## config.mk

```make
export PLATFORM = sky130hd
export DESIGN_NAME = ccbg_host
export DESIGN_NICKNAME = d
export VERILOG_FILES = /design/src/inc/ccbg_pkg.sv /design/src/verilog/ccbg_fifo.sv /design/src/verilog/ccbg_host.sv /design/src/verilog/ccbg_sync.sv
export VERILOG_INCLUDE_DIRS = /design/src /design/src/inc
export SDC_FILE = /design/constraint.sdc
export NUM_CORES = 1
export LEC_CHECK = 0
export BUFFER_PORTS_ARGS = -buffer_cell sky130_fd_sc_hd__buf_2
export CORE_ASPECT_RATIO = 1.1
export CORE_UTILIZATION = 58
export CTS_BUF_LIST = sky130_fd_sc_hd__clkbuf_8
export DETAILED_ROUTE_END_ITERATION = 12
export GPL_ROUTABILITY_DRIVEN = 0
export HOLD_SLACK_MARGIN = 0.03
export PLACE_DENSITY_LB_ADDON = 0.12
export SETUP_SLACK_MARGIN = 0.4
export SYNTH_ARGS = -nofsm -noshare
export SYNTH_HDL_FRONTEND = slang
export SYNTH_SLANG_ARGS = --single-unit
```

## constraint.sdc

```tcl
create_clock -name clock -period 3.35 [get_ports clock]
set_input_delay 0.335 -clock clock [delete_from_list [all_inputs] [get_ports clock]]
set_output_delay 0.335 -clock clock [all_outputs]
set_load 0.01 [all_outputs]
```

## src/inc/ccbg_cfg.svh

```systemverilog
// Timing counts and sequence constants for the converter bus glue host
`ifndef CCBG_CFG_SVH
`define CCBG_CFG_SVH
// Functional notes
// - Memory placement: select from memory decode, load/store strobes drive read/start.
// - I/O placement: decode 8-bit port address from low or high address byte.
// - Select, read, start take standard strobes; start converts, read drives data.
// - With eight or fewer I/O devices, one low address bit selects each.
// - Simple variant: one port bit drives select; read, start, request wired direct.
// - Simple variant: dummy-address read makes read pulse, write makes start pulse.
// - Before first conversion, read once with select low to clear pending request.
// - Per sample: select, start, await request, read, deselect; sixteen samples.
// - Generic strobes gated with memory and I/O request lines give distinct strobes.
// - I/O-space strobes stretched by one inserted wait state of one clock.
// - Upper address byte on I/O input carries value, may be latched as channel.
// - Free-running: select low, start tied to request, node pulsed low after power-up.
`define CCBG_CLK_HZ        25000000
`define CCBG_STROBE_NS     300
`define CCBG_STROBE_CYC    ((`CCBG_STROBE_NS * 25 + 999) / 1000)
`define CCBG_WAIT_CYC      1
`define CCBG_SETUP_CYC     1
`define CCBG_SAMPLES       16
`define CCBG_TIMEOUT_CYC   8191
`define CCBG_FIFO_DEPTH    16
`define CCBG_DATA_W        8
`endif

```

## src/inc/ccbg_pkg.sv

```systemverilog
// Types for the converter bus glue host
package ccbg_pkg;
    typedef enum logic [1:0] {
        CCBG_MAP_MEM    = 2'h0,
        CCBG_MAP_IO     = 2'h1,
        CCBG_MAP_SIMPLE = 2'h3
    } ccbg_map_t;
    typedef enum logic [3:0] {
        CCBG_IDLE   = 4'h0,
        CCBG_CLRSEL = 4'h1,
        CCBG_CLRRD  = 4'h3,
        CCBG_SEL    = 4'h2,
        CCBG_START  = 4'h6,
        CCBG_WAIT   = 4'h7,
        CCBG_READ   = 4'h5,
        CCBG_PUSH   = 4'h4,
        CCBG_DESEL  = 4'hc,
        CCBG_FREE   = 4'hd
    } ccbg_state_t;
endpackage

```

## src/verilog/ccbg_fifo.sv

```systemverilog
// Sample buffer between converter reads and the user side
`timescale 1ns/1ps
`default_nettype none
module ccbg_fifo #(
    parameter int W = 8,
    parameter int D = 16
) (
    // Clock and reset
    input  wire logic         clock,
    input  wire logic         nrst,
    // Fill side
    input  wire logic         in_valid,
    output logic              in_ready,
    input  wire logic [W-1:0] in_data,
    // Drain side
    output logic              out_valid,
    input  wire logic         out_ready,
    output logic      [W-1:0] out_data
);
    localparam int AW = $clog2(D);
    logic [W-1:0] mem [D];
    logic [AW-1:0] wr_ptr;
    logic [AW-1:0] rd_ptr;
    logic [AW:0]   count;
    wire push = in_valid && in_ready;
    wire pop  = out_valid && out_ready;
    assign in_ready  = (count != (AW+1)'(D));
    assign out_valid = (count != '0);
    assign out_data  = mem[rd_ptr];
    always_ff @(posedge clock) begin
        if (push) begin
            mem[wr_ptr] <= in_data;
        end
    end
    always_ff @(posedge clock) begin
        if (!nrst) begin
            wr_ptr <= '0;
            rd_ptr <= '0;
            count  <= '0;
        end else begin
            if (push) begin
                wr_ptr <= (wr_ptr == AW'(D - 1)) ? '0 : wr_ptr + 1'b1;
            end
            if (pop) begin
                rd_ptr <= (rd_ptr == AW'(D - 1)) ? '0 : rd_ptr + 1'b1;
            end
            count <= count + (AW+1)'(push) - (AW+1)'(pop);
        end
    end
endmodule
`default_nettype wire

```

## src/verilog/ccbg_host.sv

```systemverilog
// Host-side controller that drives the converter's control pins and collects samples
`timescale 1ns/1ps
`default_nettype none
`include "ccbg_cfg.svh"
module ccbg_host
    import ccbg_pkg::*;
#(
    parameter int DATA_W    = `CCBG_DATA_W,
    parameter int DEPTH     = `CCBG_FIFO_DEPTH,
    parameter int SAMPLES   = `CCBG_SAMPLES,
    parameter int TIMEOUT   = `CCBG_TIMEOUT_CYC,
    parameter logic [7:0] PORT_ADDR = 8'he0,
    parameter logic [2:0] SEL_BIT   = 3'h0
) (
    // Clock and reset
    input  wire logic              clock,
    input  wire logic              nrst,
    // User command side
    input  wire ccbg_pkg::ccbg_map_t map_mode,
    input  wire logic              use_high_byte,
    input  wire logic              one_hot_select,
    input  wire logic              free_run,
    input  wire logic              go,
    input  wire logic [7:0]        channel,
    output logic                   busy,
    output logic                   timeout,
    // Sample stream out
    output logic                   sample_valid,
    input  wire logic              sample_ready,
    output logic      [DATA_W-1:0] sample_data,
    // Emulated host bus towards decoder
    output logic      [15:0]       bus_addr,
    output logic                   memory_request_n,
    output logic                   io_request_n,
    output logic                   bus_rd_n,
    output logic                   bus_wr_n,
    output logic                   mem_load_strobe,
    output logic                   mem_store_strobe,
    output logic      [7:0]        mux_channel,
    // Converter pins
    output logic                   conv_cs_n,
    output logic                   conv_rd_n,
    output logic                   conv_wr_n,
    output logic                   conv_wr_oe,
    input  wire logic              conv_intr_n,
    input  wire logic [DATA_W-1:0] conv_data
);
    import ccbg_pkg::*;
    localparam int SW = 8;
    localparam int TW = 16;

    //--------------------------------------------------------------
    // Pin synchronisers
    //--------------------------------------------------------------
    logic              intr_s;
    logic [DATA_W-1:0] data_s;
    ccbg_sync #(.W(1 + DATA_W)) u_sync (
        .clock (clock),
        .nrst  (nrst),
        .pin   ({conv_intr_n, conv_data}),
        .sync  ({intr_s, data_s})
    );

    //--------------------------------------------------------------
    // Sequencer state
    //--------------------------------------------------------------
    ccbg_state_t state;
    ccbg_state_t next_state;
    logic [TW-1:0] tmr;
    logic [SW-1:0] left;
    logic [DATA_W-1:0] hold;
    logic          fifo_ready;
    logic          strobe_done;
    logic          rd_phase;
    logic          wr_phase;
    logic          sel_on;

    // Strobe width plus the inserted wait state in I/O space
    wire [TW-1:0] strobe_len = (map_mode == CCBG_MAP_IO) ?
        TW'(`CCBG_STROBE_CYC + `CCBG_WAIT_CYC) : TW'(`CCBG_STROBE_CYC);
    // Timer starts at zero on entry, so the last strobe cycle is strobe_len - 1
    assign strobe_done = (tmr >= strobe_len - TW'(1));
    wire intr_seen = !intr_s;
    wire tmo_hit   = (tmr >= TW'(TIMEOUT));

    always_comb begin
        next_state = state;
        unique case (state)
            CCBG_IDLE:   if (go) next_state = free_run ? CCBG_FREE : CCBG_CLRSEL;
            CCBG_CLRSEL: next_state = CCBG_CLRRD;
            CCBG_CLRRD:  if (strobe_done) next_state = CCBG_SEL;
            CCBG_SEL:    if (tmr >= TW'(`CCBG_SETUP_CYC)) next_state = CCBG_START;
            CCBG_START:  if (strobe_done) next_state = CCBG_WAIT;
            CCBG_WAIT:   if (intr_seen || tmo_hit) next_state = CCBG_READ;
            CCBG_READ:   if (strobe_done) next_state = CCBG_PUSH;
            CCBG_PUSH:   if (fifo_ready) next_state = CCBG_DESEL;
            CCBG_DESEL:  next_state = (left == SW'(1)) ? CCBG_IDLE : CCBG_SEL;
            CCBG_FREE:   if (!free_run) next_state = CCBG_IDLE;
            default:     next_state = CCBG_IDLE;
        endcase
    end

    always_ff @(posedge clock) begin
        if (!nrst) begin
            state <= CCBG_IDLE;
        end else begin
            state <= next_state;
        end
    end

    always_ff @(posedge clock) begin
        if (!nrst || next_state != state) begin
            tmr <= '0;
        end else if (tmr != '1) begin
            tmr <= tmr + 1'b1;
        end
    end

    always_ff @(posedge clock) begin
        if (!nrst) begin
            left <= '0;
        end else if (state == CCBG_IDLE && go) begin
            left <= SW'(SAMPLES);
        end else if (state == CCBG_DESEL) begin
            left <= left - 1'b1;
        end
    end

    always_ff @(posedge clock) begin
        if (!nrst) begin
            timeout <= 1'b0;
        end else if (state == CCBG_IDLE && go) begin
            timeout <= 1'b0;
        end else if (state == CCBG_WAIT && tmo_hit && !intr_seen) begin
            timeout <= 1'b1;
        end
    end

    // Result captured from the synchronised bus on the last read cycle
    always_ff @(posedge clock) begin
        if (!nrst) begin
            hold <= '0;
        end else if (state == CCBG_READ && strobe_done) begin
            hold <= data_s;
        end
    end

    //--------------------------------------------------------------
    // Strobe and select decoding
    //--------------------------------------------------------------
    assign rd_phase = (state == CCBG_CLRRD) || (state == CCBG_READ);
    assign wr_phase = (state == CCBG_START);
    // Select stays low through the read and drops only in deselect
    assign sel_on   = (state != CCBG_IDLE) && (state != CCBG_DESEL)
                   && (state != CCBG_FREE);

    wire is_io  = (map_mode == CCBG_MAP_IO);
    wire is_mem = (map_mode == CCBG_MAP_MEM);
    wire [7:0] port_lo = one_hot_select ? (8'h01 << SEL_BIT) : PORT_ADDR;
    // In I/O input cycles the upper byte carries the channel value, or repeats the port when use_high_byte is set
    wire [15:0] io_addr = use_high_byte ? {port_lo, port_lo}
                                        : {channel, port_lo};
    wire [15:0] mem_addr = {8'h50, 8'h00};
    // Simple variant reaches the converter through a dummy external address
    wire [15:0] dummy_addr = {8'h00, 8'hff};
    wire [15:0] next_addr = is_io ? io_addr : (is_mem ? mem_addr : dummy_addr);
    wire rd_n = !(rd_phase && sel_on);
    wire wr_n = !(wr_phase && sel_on);

    always_ff @(posedge clock) begin
        if (!nrst) begin
            bus_addr         <= '0;
            memory_request_n <= 1'b1;
            io_request_n     <= 1'b1;
            bus_rd_n         <= 1'b1;
            bus_wr_n         <= 1'b1;
            mem_load_strobe  <= 1'b1;
            mem_store_strobe <= 1'b1;
            mux_channel      <= '0;
        end else begin
            bus_addr         <= next_addr;
            memory_request_n <= !(is_mem && sel_on);
            io_request_n     <= !(is_io && sel_on);
            bus_rd_n         <= rd_n;
            bus_wr_n         <= wr_n;
            mem_load_strobe  <= !(is_mem && !rd_n);
            mem_store_strobe <= !(is_mem && !wr_n);
            if (is_io && !rd_n) begin
                mux_channel  <= io_addr[15:8];
            end
        end
    end

    //--------------------------------------------------------------
    // Converter pins
    //--------------------------------------------------------------
    logic free_kick;
    always_ff @(posedge clock) begin
        if (!nrst) begin
            conv_cs_n  <= 1'b1;
            conv_rd_n  <= 1'b1;
            conv_wr_n  <= 1'b1;
            conv_wr_oe <= 1'b1;
            free_kick  <= 1'b0;
        end else if (state == CCBG_FREE) begin
            // Free-run: select held low, start node pulsed low once, then released
            conv_cs_n  <= 1'b0;
            conv_rd_n  <= 1'b1;
            free_kick  <= 1'b1;
            conv_wr_n  <= 1'b0;
            conv_wr_oe <= free_kick;
        end else begin
            conv_cs_n  <= !sel_on;
            conv_rd_n  <= rd_n;
            conv_wr_n  <= wr_n;
            conv_wr_oe <= 1'b0;
            free_kick  <= 1'b0;
        end
    end

    //--------------------------------------------------------------
    // Sample buffer
    //--------------------------------------------------------------
    ccbg_fifo #(.W(DATA_W), .D(DEPTH)) u_fifo (
        .clock     (clock),
        .nrst      (nrst),
        .in_valid  (state == CCBG_PUSH),
        .in_ready  (fifo_ready),
        .in_data   (hold),
        .out_valid (sample_valid),
        .out_ready (sample_ready),
        .out_data  (sample_data)
    );

    assign busy = (state != CCBG_IDLE);
endmodule
`default_nettype wire

```

## src/verilog/ccbg_sync.sv

```systemverilog
// Two-stage synchroniser for pin inputs, one flop pair per bit of a W-bit instance
`timescale 1ns/1ps
`default_nettype none
module ccbg_sync #(
    parameter int W = 1
) (
    // Clock and reset
    input  wire logic         clock,
    input  wire logic         nrst,
    // Pins in, synchronised out
    input  wire logic [W-1:0] pin,
    output logic      [W-1:0] sync
);
    logic [W-1:0] meta;
    genvar i;
    generate
        for (i = 0; i < W; i++) begin : g_bit
            always_ff @(posedge clock) begin
                if (!nrst) begin
                    meta[i] <= 1'b1;
                    sync[i] <= 1'b1;
                end else begin
                    meta[i] <= pin[i];
                    sync[i] <= meta[i];
                end
            end
        end
    endgenerate
endmodule
`default_nettype wire
```

Yosys cells after proc, flatten, opt, wreduce, memory -nomap -nowiden
Memory sizes are Yosys's and may differ from the RTL's. A register that Yosys moved wholly into a read port is not among the register bits.
Index checks and enable logic that the tools add are counted.

word-level totals
  flip-flop bits (word level) = 103
  RAM bits = 128
  bits of input ports = 26
  logic and storage cells = 132
  memories = 1

memories
  name        depth  width  read ports  clocked after memory_dff  write ports  line             text
  u_fifo.mem  16     8      1           1                         1            ccbg_fifo.sv:21  logic [W-1:0] mem [D];

cells by class
  add/subtract/negate cells = 7
  $lt $le $gt $ge = 3
  equal/unequal tests = 18
  muxes and demuxes = 28
  bitwise operators = 1
  reductions and logical operators = 34

operator list
  operator                                               count
  two-way mux 4 bit                                      13
  case mux 4 bit (10 select lines)                       1
  two-way mux 16 bit                                     2
  adder 16 x 1 -> 16 bit, second input constant          1
  == test 4 x 3 -> 1 bit, second input constant          4
  == test 4 bit, second input constant                   4
  >= comparator 16 x 1 -> 1 bit, second input constant   1
  >= comparator 16 x 13 -> 1 bit, second input constant  1
  >= comparator 16 bit                                   1
  != test 16 bit, second input constant                  1
  logical AND 1 bit                                      15
  two-way mux 15 bit                                     1
  two-way mux 5 bit                                      2
  zero test 1 bit                                        9
  adder 4 x 1 -> 4 bit, second input constant            2
  == test 4 x 2 -> 1 bit, second input constant          2
  == test 8 x 1 -> 1 bit, second input constant          1
  two-way mux 8 bit                                      1
  != test 4 bit, second input constant                   2
  subtractor 8 x 1 -> 8 bit, second input constant       1
  two-way mux 1 bit                                      7
  adder 5 x 1 -> 5 bit                                   1
  != test 5 bit, second input constant                   1
  nonzero test 5 bit                                     1
  13 further kinds                                       16

Depth between registers and ports, before layout
Gate-level depths: netlist of the first run.

  depth after elaboration = 8
  mapped depth = 15
  gate-level depth less buffers = 14

Hierarchy
A second synthesis of the first run with hierarchy kept.

unflattened totals
  cell total of the unflattened synthesis = 680
  area, all modules = 9520.4 µm²

modules (own cells, without submodules)
  module     instances  cells an instance  area an instance (µm²)  sequential area each (µm²)
  ccbg_fifo  1          307                5856.9                  4184.0
  ccbg_host  1          336                3176.8                  1341.3
  ccbg_sync  1          37                 486.7                   360.3

Worst setup path after synthesis of the first run
Ideal clock, no wire load.

  kind = reg-to-reg
  start = register u_fifo.count[3]
  end = register u_fifo.count[4]
  arrival = 2.425 ns
  slack = 0.855 ns
  cell stages (with the launch flop) = 16
  period minus slack after synthesis = 2.495 ns
  cell sequence = dfxtp_1 inv_1 ha_1 nand4b_1 and2_1 clkbuf_1 ha_1 inv_1 ha_1 inv_1 fa_1 inv_1 a21oi_1 nor2_1 or3_1 a21oi_1

between the ends
  elaborated cells on any way between the ends = 6
  classes of those cells = add/sub (2); eq/ne (1); reduce/logical (3)

RTL lines
  element                    line             text
  from (decl)                ccbg_fifo.sv:24  logic [AW:0] count;
  from (signal assigned)     ccbg_fifo.sv:47  count <= count + (AW+1)'(push) - (AW+1)'(pop);
  nonzero test 5 bit         ccbg_fifo.sv:28  assign out_valid = (count != '0);
  named net sample_valid     ccbg_host.sv:28  output logic sample_valid,
  logical AND 1 bit          ccbg_fifo.sv:26  wire pop = out_valid && out_ready;
  named net u_fifo.pop       ccbg_fifo.sv:26
  subtractor 5 x 1 -> 5 bit  ccbg_fifo.sv:47

The timed path passes the listed nets, and every way through them passes these cells.
A chain may end at the register's enable or synchronous reset.

==> impl_metrics.toml, run 1 <==
[die]
chipHeight_um = 135
core_area_um2 = 15700
start_util_pct = 59.1
ioPinCount = 71
dieArea_um2 = 16500
rows = 48
die_w_um = 123

[clock_network]
cts_root_buf = "clkbuf_8"
clk_pin_slew_ns = 0.06
htree_levels = 2
clk_latency_ns = 0.52
clock-sinks = 230
cts_buffer_depth = 3
numCtsBuffers = 37
cts_setup_buffers = 0
cts_tree = "built"

[grt]
gr-total-overflow = 0
antenna_found_initial = 0
grt_pass1_wl_um = 28300
track_usage_pct = 22.7
grt_max_degree = 38
grt_pass1_vias = 5654

[drt]
vias_per_cell = 5.66
ant_nets = 0
drt_iter0_drc = 389
wl_per_cell_um = 18.1
drc = 0
via_count = 5637
routed_wl_um = 18100
firstDrtPassIters = 5

[logic_synthesis]
yosys_warnings = 0
syn_avg_cell_area_um2 = 13.8
yosys.area.top_type = "edfxtp_1"
syn-cell-area_um2 = 9270
ys.flop_type = "edfxtp_1"
synth_fp_nets = 720
synthCells = 674
synth_top_area_share_pct = 41.5
async_reset_ff_share_pct = 0
synth-seq-area-share_pct = 63.5
synth_area_leaders = "edfxtp_1 (41%), dfxtp_1 (22%), mux4_2 (9.7%)"
synth_edf_count = 128
ys_types = 55
synth-seq-cells = 230

[sta]
fin_setup_tns_ns = 0
timing.fmax_mhz = 354
clock_skew_ns = 0.0248
rsz0062_at_grt = "no"
hold_slack_ns = 0.0594
maxSlewHeadroom_pct = 38.3
slew_viol_final = 0
hold_viol = 0
timing.final.crit_share_pct = 84.4
tightest_slew_ns = 0.918
fin_crit_ns = 2.83
setup_viol = 0

[final_layout]
utilization_pct = 67.5
finalNetCount = 814
layout.cells.non_filler = 996
drive_gt1_share_pct = 23.7
syn_to_final_growth_pct = 14.2
n_antenna_cell = 0

[place]
dpl.cell_count = 921
io_buffers = 70
dpl.hpwl_um = 11900

[critical_path]
cp_max_fo = 21
critPathKind = "flip-flop to output port"
cp.required_ns = 3.01
crit_buf_inv = 2
path_cells = "buf_12, mux4_2, mux4_2, buf_2"
crit_arrival_ns = 2.49
startpoint_type = "flip-flop"
crit_path_end_kind = "output port"
critPathSlowestCell = "mux4_2"
max_stage_delay_ns = 0.56
critical_path.top_delay_family = "multiplexers"
crit_top_cell = "mux4_2"

[power_and_ir_drop]
power.leakage_uw = 0.00389
swShare_pct = 27.8
cellInternalPower_uw = 4750
p_sw_uw = 1830
vdd_ir_drop_max_mv = 0.424
p_seq_share_pct = 49.0
pwr-share-comb_pct = 18.6
pwr_density_cell_nw_per_um2 = 621
p_clk_share_pct = 32.4
power_uw = 6580

[worst_hold_path]
hold_path.class = "input pin to flip-flop"

[outcome]
status = "completed"

[flow_run]
drv_cap = 0
per-stage QoR:
| step | worst slack [ns] | cell area, um^2 |
|---|---|---|
| after floorplan | 0.855 | 9270 |
| after global placement | 0.566 | 9810 |
| after detailed placement | 0.493 | 9810 |
| after CTS | 0.474 | 10600 |
| after global routing | 0.410 | 10600 |
| final | 0.523 | 10600 |
worst paths after layout:
path	depth (start not counted)	from	endpoint	slack (ns)
worst max register to register	12	u_fifo.count[3]	u_fifo.count[4]	0.60
worst max-delay path	4	flip-flop	sample_data[1]	0.52
worst min-delay path	2	conv_data[4]	u_sync.meta[4]	0.06
worst min register to register	1	u_sync.meta[4]	u_sync.sync[4]	0.40
Yosys cell counts (3+ instances only):
master    instances
a21oi_1          24
nor4b_1           3
nand4_1           4
buf_1             8
buf_4             5
o21ai_0          10
nor4_2           10
nor3b_1           6
a31oi_1           5
or3_1             8
nor4_1            9
edfxtp_1        128
nor2b_1           4
buf_6             3
a21o_1            3
nand2b_1         24
ha_1             19
nand3_1          15
nand2_1          37
or4_1             3
nand3b_1          3
a211oi_1          6
and2_1            4
inv_1            19
nor3_1           14
mux4_2           40
clkbuf_1         22
nor2_1           69
xnor2_1          12
xor2_1           11
dfxtp_1         102
mux2i_1          16
per-layer routing:
| layer | track usage (%) | part of all wire (%) | vias up |
|---|---|---|---|
| li1 | - | - | 2681 |
| met2 | 39.4 | 52 | 164 |
| met5 | 0 | 0 | - |
| met4 | 8.81 | 2.3 | 0 |
| met3 | 5.11 | 4.8 | 35 |
| met1 | 27.2 | 41 | 2757 |
cell families (layout without fill, tap and decap cells):
logic type,after synthesis,count (layout),synth area share [%]
AND/OR/NAND/NOR,224,224,13.0
buffers and inverters,59,181,2.83
AO/OA/AOI/OAI,62,62,4.27
adder cells (fa/ha/maj),20,20,2.78
multiplexers,56,56,11.4
flip-flops,230,230,63.5
XOR/XNOR,23,23,2.17
state kept, by name (all words and copies together), names as in the netlist, 4 cells and up, named ones only:
signal,flops
bus_addr,11
u_fifo.mem,128
hold,8
u_sync.sync,9
state,4
tmr,16
left,8
mux_channel,8
u_fifo.rd_ptr,4
u_fifo.count,5
u_fifo.wr_ptr,4
u_sync.meta,9
power by group through the flow:
stage | registers (uW) | clock network (uW) | logic (uW)
final | 3220 | 2130 | 1220
after global routing | 3240 | 2310 | 1350
after floorplan | 3200 | 0 | 978
after global placement | 3270 | 0 | 1160
after CTS | 3220 | 2190 | 1210
after detailed placement | 3280 | 0 | 1200
layout by cell type, fill, tap and decap left out, types with 4 or more instances in the layout:
cell type        n
mux4_2          40
ha_1            19
inv_1           39
nor3_1          14
nor4_1           9
dlygate4sd3_1    8
a21oi_1         24
xor2_1          11
or3_1            8
clkbuf_8        41
and2_1           4
nand4_1          4
nor2b_1          4
buf_4           14
o21ai_0         10
dfxtp_1        101
nor4_2          10
nor3b_1          6
a211oi_1         6
buf_2           70
mux2i_1         16
a31oi_1          5
xnor2_1         12
nand2b_1        24
nor2_1          68
nand2_1         37
nand3_1         15
edfxtp_1       128
what timing repair did:
action	in CTS	in global routing
resized for setup	1	3
hold buffers	8	0
setup endpoints to repair	8	13
endpoints found under the hold margin	8	0
final cells by class:
class | instances | area (um^2)
repair buffers | 93 | 556
fillers | 1145 | 5090
clock inverters | 26 | 105
multi-input cells | 385 | 3140
flip-flops and latches | 230 | 5890
well taps | 200 | 250
clock buffers | 41 | 564
inverters | 21 | 78.8
Note: power is estimated with default switching activity, not from simulation.
==> run 2: changes to the inputs <==
==> constraint.sdc (replaced) <==
create_clock -name clock -period 2.7 [get_ports clock]
set_input_delay 0.27 -clock clock [delete_from_list [all_inputs] [get_ports clock]]
set_output_delay 0.27 -clock clock [all_outputs]
set_load 0.01 [all_outputs]
==> run 2 against run 1 <==
Highest routed layer unchanged. Global-route usage up 2.0 points. Die area stayed put. Largest cell class unchanged. Worst setup slack worse by 0.37 ns. Clock power increased by 43%. Largest power group unchanged. Clock skew rose by 0.0024 ns. Worst hold slack better by 0.0043 ns. Sequential power grew 23%. First-iteration DRC count fell by 17%. Cell count up 5.3%. Critical path depth did not move. Combinational power up 72%. Power increased by 38%.
==> impl_metrics.toml, run 2 (synthesis results as in run 1) <==
[outcome]
status = "completed"

[drt]
wl_per_cell_um = 18.7
drc = 0
vias_per_cell = 5.62
routed_wl_um = 19600
ant_nets = 0
drt_iter0_drc = 324
firstDrtPassIters = 5
via_count = 5893

[critical_path]
path_cells = "clkbuf_16, mux4_2, mux4_2, buf_2"
rr_startpoint = "tmr[7]"
cp.required_ns = 2.43
critPathKind = "flip-flop to output port"
startpoint_type = "flip-flop"
crit_path_end_kind = "output port"
r2r_cells = 6
crit_top_cell = "mux4_2"
cp_max_fo = 9
crit_arrival_ns = 2.28
reg2reg_to = "tmr[5]"
critPathSlowestCell = "mux4_2"
r2r_setup_slack_ns = 0.32
max_stage_delay_ns = 0.50

[power_and_ir_drop]
pwr_density_cell_nw_per_um2 = 798
vdd_ir_drop_max_mv = 0.496
power.leakage_uw = 0.00423

[grt]
met2_usage_pct = 44.1
grt_busiest_layer = "met2"
grt_use_met1_pct = 29.1
grt_pass1_wl_um = 30700
grt_max_degree = 38
track_usage_pct = 24.6
gr-total-overflow = 0
antenna_found_initial = 0
gr-usage-met3_pct = 4.35
grt_pass1_vias = 6101

[final_layout]
layout.cells.non_filler = 1049
multi_input_area_um2 = 3380
final_common_cell = "edfxtp_1"
layout_common_cells = "edfxtp_1 (128), dfxtp_1 (96), buf_2 (70)"
seqCellArea_um2 = 5900
largest_reg_flops = 128
largestRegisters = "u_fifo.mem (128), tmr (16), bus_addr (11)"
regMostFlops = "u_fifo.mem"
finalNetCount = 866
drive_gt1_share_pct = 31.7
syn_to_final_growth_pct = 23.1
n_antenna_cell = 0
fillers = 1007

[clock_network]
cts_buffer_depth = 3
htree_levels = 2
cts_root_buf = "clkbuf_8"
clk_pin_slew_ns = 0.07
clock-sinks = 230
clk_latency_ns = 0.52
cts_tree = "built"
numCtsBuffers = 37

[sta]
timing.fmax_mhz = 393
slew_viol_final = 0
fin_setup_tns_ns = 0
hold_slack_ns = 0.0637
setup_viol = 0
maxSlewHeadroom_pct = 56.1
timing.final.crit_share_pct = 94.3
hold_viol = 0
fin_crit_ns = 2.55
rsz0062_at_grt = "yes"
clock_skew_ns = 0.0272
tightest_slew_ns = 0.657

[worst_hold_path]
min_path_cells = 3
min_to = "bus_addr[8]"
worstHoldStart = "channel[0]"
hold_path.class = "input pin to flip-flop"

[die]
start_util_pct = 59.1
die_w_um = 123
core_area_um2 = 15700
chipHeight_um = 135
rows = 48
dieArea_um2 = 16500
ioPinCount = 71

[place]
io_buffers = 70
dpl.hpwl_um = 12700
dpl.cell_count = 943

[flow_run]
drv_cap = 0
[run 2: repair_timing]
item	CTS	global route
pin swaps	15	20
buffers inserted	11	3
resized for setup	17	32
hold buffers	23	0
setup endpoints to repair	25	77
endpoints found under the hold margin	22	0
cloned	0	1
[run 2: stage by stage]
step	setup slack, ns	utilization, %	area [um^2]	total power, uW
detailed placement	0.147	64.0	10000	5690
global placement	0.223	64.0	10000	5630
finish	0.154	72.8	11400	9110
global route	0.0768	72.8	11400	9540
floorplan	0.296	-	9340	5250
CTS	0.121	71.4	11200	8970
[run 2: area by class of cell]
class                           count  share of cell area, %
Clock inverter                     25                   1.58
Tap cell                          200                   2.19
Inverter                           21                  0.691
Sequential cell                   230                   51.7
Multi-Input combinational cell    385                   29.6
Timing Repair Buffer              145                   9.03
Clock buffer                       43                   5.19
[run 2: metal layers]
metal | part of all wire (%) | wire (um)
met2 | 54 | 10700
met3 | 4.4 | 860
met4 | 2.2 | 435
met1 | 39 | 7690
met5 | 0 | 0
[run 2: worst max-delay path by stage]
stage          slack [ns]  cells after the start              end             from
2_1_floorplan        0.30                     15  u_fifo.count[4]  u_fifo.count[3]
3_3_place_gp         0.22                     10          tmr[12]      map_mode[0]
3_5_place_dp         0.15                     10           tmr[5]      map_mode[0]
4_1_cts              0.12                      4   sample_data[4]        flip-flop
5_1_grt              0.08                      4   sample_data[2]        flip-flop
6_report             0.15                      4   sample_data[1]        flip-flop
[run 2: worst max-delay path, delay by kind of cell (launching register included)]
family,cells,cell delay (ns)
mux,2,0.98
flops,1,0.44
buf+inv,2,0.36
[run 2: where the power goes]
| group | total (uW) | switching [uW] | internal (uW) |
|---|---|---|---|
| logic | 2100 | 1100 | 1000 |
| registers | 3970 | 142 | 3820 |
| clock network | 3040 | 1300 | 1740 |
| total | 9110 | 2540 | 6560 |
==> run 3: changes to the inputs <==
--- a/config.mk
+++ b/config.mk
@@ -7,7 +7,7 @@
 export NUM_CORES = 1
 export LEC_CHECK = 0
 export BUFFER_PORTS_ARGS = -buffer_cell sky130_fd_sc_hd__buf_2
-export CORE_ASPECT_RATIO = 1.1
+export CORE_ASPECT_RATIO = 0.6
 export CORE_UTILIZATION = 58
 export CTS_BUF_LIST = sky130_fd_sc_hd__clkbuf_8
 export DETAILED_ROUTE_END_ITERATION = 12
@@ -17,4 +17,5 @@
 export SETUP_SLACK_MARGIN = 0.4
 export SYNTH_ARGS = -nofsm -noshare
 export SYNTH_HDL_FRONTEND = slang
+export SYNTH_HIERARCHICAL = 1
 export SYNTH_SLANG_ARGS = --single-unit
==> run 3 against run 2 <==
Synthesized cell count up 0.89%. Utilization up 0.67 points. Global-route usage up 1.4 points. Sequential share of layout area down 0.49 points. Critical path depth up 10. Sequential power about the same. Clock skew down 0.014 ns. Combinational power up 31%.
==> impl_metrics.toml, run 3 <==
[logic_synthesis]
ys_types = 71
synth_edf_count = 128
synth_top_area_share_pct = 40.4
synth_area_leaders = "edfxtp_1 (40%), dfxtp_1 (21%), mux4_1 (5.0%)"
ys.flop_type = "edfxtp_1"
synth-seq-area-share_pct = 61.8
yosys.area.top_type = "edfxtp_1"
synth_fp_nets = 726
synth.most_common_cell = "edfxtp_1"
syn_avg_cell_area_um2 = 14.0
synthCells = 680
synth-seq-cells = 230
yosys_warnings = 6
synthTopCellsByCount = "edfxtp_1 (128), dfxtp_1 (102), nand2_1 (47), nor2_1 (41)"
async_reset_ff_share_pct = 0
syn-cell-area_um2 = 9520

[die]
rows = 35
dieArea_um2 = 16900
chipHeight_um = 101
die_w_um = 167
ioPinCount = 71
start_util_pct = 60.7
core_area_um2 = 15700

[place]
dp_slack_ns = 0.0656
dpl.cell_count = 942
dpl.hpwl_um = 13200
io_buffers = 70

[grt]
grt_max_degree = 48
track_usage_pct = 26.0
antenna_found_initial = 0
gr-total-overflow = 0
grt_pass1_vias = 6039
grt_pass1_wl_um = 33300

[clock_network]
clk_latency_ns = 0.56
numCtsBuffers = 31
clock-sinks = 230
clk_pin_slew_ns = 0.07
htree_levels = 1
cts_root_buf = "clkbuf_8"
cts_tree = "built"
cts_buffer_depth = 3

[final_layout]
largest_reg_flops = 128
n_antenna_cell = 0
largestRegisters = "u_fifo/mem (128), tmr (16), bus_addr (11)"
layout_common_cells = "edfxtp_1 (128), dfxtp_1 (95), buf_2 (70)"
syn_to_final_growth_pct = 21.0
drive_gt1_share_pct = 32.6
multi_input_area_um2 = 3640
finalNetCount = 870
utilization_pct = 73.5
seqCellArea_um2 = 5900
fillers = 1022
layout.cells.non_filler = 1049
regMostFlops = "u_fifo/mem"
final_common_cell = "edfxtp_1"

[worst_hold_path]
hold_path.class = "input pin to flip-flop"

[drt]
via_count = 6158
drc = 0
ant_nets = 0
vias_per_cell = 5.87
firstDrtPassIters = 5
wl_per_cell_um = 20.7
drt_iter0_drc = 509
routed_wl_um = 21700

[critical_path]
critPathSlowestCell = "or4b_4"
path_cells = "inv_2, ha_4, or4b_4, nand2_4, inv_4, ha_4, inv_2, ha_4, inv_2, fa_2, nand2b_4, a21oi_4, o21ai_1, and3b_1"
startpoint_type = "flip-flop"
max_stage_delay_ns = 0.48
critPathKind = "flip-flop to flip-flop"
cp_max_fo = 2
crit_arrival_ns = 3.01
crit_path_end_kind = "flip-flop"
r2r_setup_slack_ns = 0.14
cp.required_ns = 3.15

[sta]
timing.fmax_mhz = 390
slew_viol_final = 0
setup_viol = 0
hold_viol = 0
fin_setup_tns_ns = 0
hold_slack_ns = 0.0608
rsz0062_at_grt = "yes"
layout_setup_ws_ns = 0.136
maxSlewHeadroom_pct = 41.6
timing.final.crit_share_pct = 95.0
fin_crit_ns = 2.56
clock_skew_ns = 0.0132
tightest_slew_ns = 0.873

[power_and_ir_drop]
vdd_ir_drop_max_mv = 0.422
pwr_density_cell_nw_per_um2 = 799
power.leakage_uw = 0.00414

[flow_run]
drv_cap = 0

[outcome]
status = "completed"
==> run 3: cell count changes after synthesis, sizes merged, moves of 5 or more <==
| cell | before | now |
|---|---|---|
| nor2 | 69 | 41 |
| a22oi | 0 | 17 |
| clkbuf | 22 | 6 |
| and2 | 4 | 19 |
| nand2 | 37 | 47 |
| mux4 | 40 | 32 |
| and3 | 2 | 9 |
| or2b | 0 | 7 |
| nand4 | 4 | 9 |
| or3 | 8 | 3 |
==> run 3: final timing paths <==
check                  startpoint               to  cells after the start
setup / recovery  u_fifo/count[3]  u_fifo/count[4]                     14
hold / removal       sample_ready        flip-flop                      3
setup reg to reg  u_fifo/count[3]  u_fifo/count[4]                     14
hold reg to reg    u_sync/meta[8]   u_sync/sync[8]                      1
==> run 3: power breakdown <==
part	total, uW	internal, uW	switching (uW)
logic	2750	1260	1490
registers	3950	3830	115
clock network	2510	1250	1250
==> run 3: routing by layer <==
layer  vias up  GRT usage, %  share of wire, %
li1       2837             -                 -
met1      3011          39.6                46
met2       293          38.5                43
met3        17          6.37               9.6
met4         0          4.73              0.86
met5         -             0                 0
==> run 3: layout make-up <==
| class | count | area share, % |
|---|---|---|
| sequential | 230 | 51.2 |
| clock inverter | 24 | 1.29 |
| tap | 203 | 2.20 |
| clock buffer | 31 | 3.70 |
| timing repair buffer | 139 | 9.19 |
| multi-input combinational | 397 | 31.6 |
| inverter | 25 | 0.858 |
==> run 3: timing repair <==
action | CTS | global route
pin swaps | 29 | 17
cloned | 5 | 0
endpoints found under the setup margin | 91 | 132
hold endpoints to repair | 24 | 0
gates resized for setup | 58 | 28
setup buffers | 11 | 13
hold buffers | 23 | 0
==> run 3: kinds of logic (layout without fill, tap and decap cells) <==
logic type | after synthesis | count (layout) | share of synthesized area [%]
xor gates and xnor gates | 24 | 24 | 2.41
adders and majority gates | 20 | 20 | 2.71
DFF | 230 | 230 | 61.8
and+or+nand+nor | 231 | 231 | 14.4
buffers and inverters | 54 | 219 | 3.13
AOI/OAI and AO/OA | 75 | 76 | 5.77
muxes | 46 | 46 | 9.75
==> run 3: critical path: cells and delay by family (launching register included) <==
family | cells | cell delay [ns]
AND/OR/NAND/NOR | 4 | 0.92
adder cells (fa/ha/maj) | 4 | 0.79
flip-flops | 1 | 0.33
AO/OA/AOI/OAI | 2 | 0.21
buffers and inverters | 4 | 0.20
==> run 3: through the flow <==
step	power (uW)	cell area (um^2)
CTS	8900	11300
finish	9200	11500
global route	9590	11500
floorplan	5520	9590
global placement	5940	10100
detailed placement	6000	10100
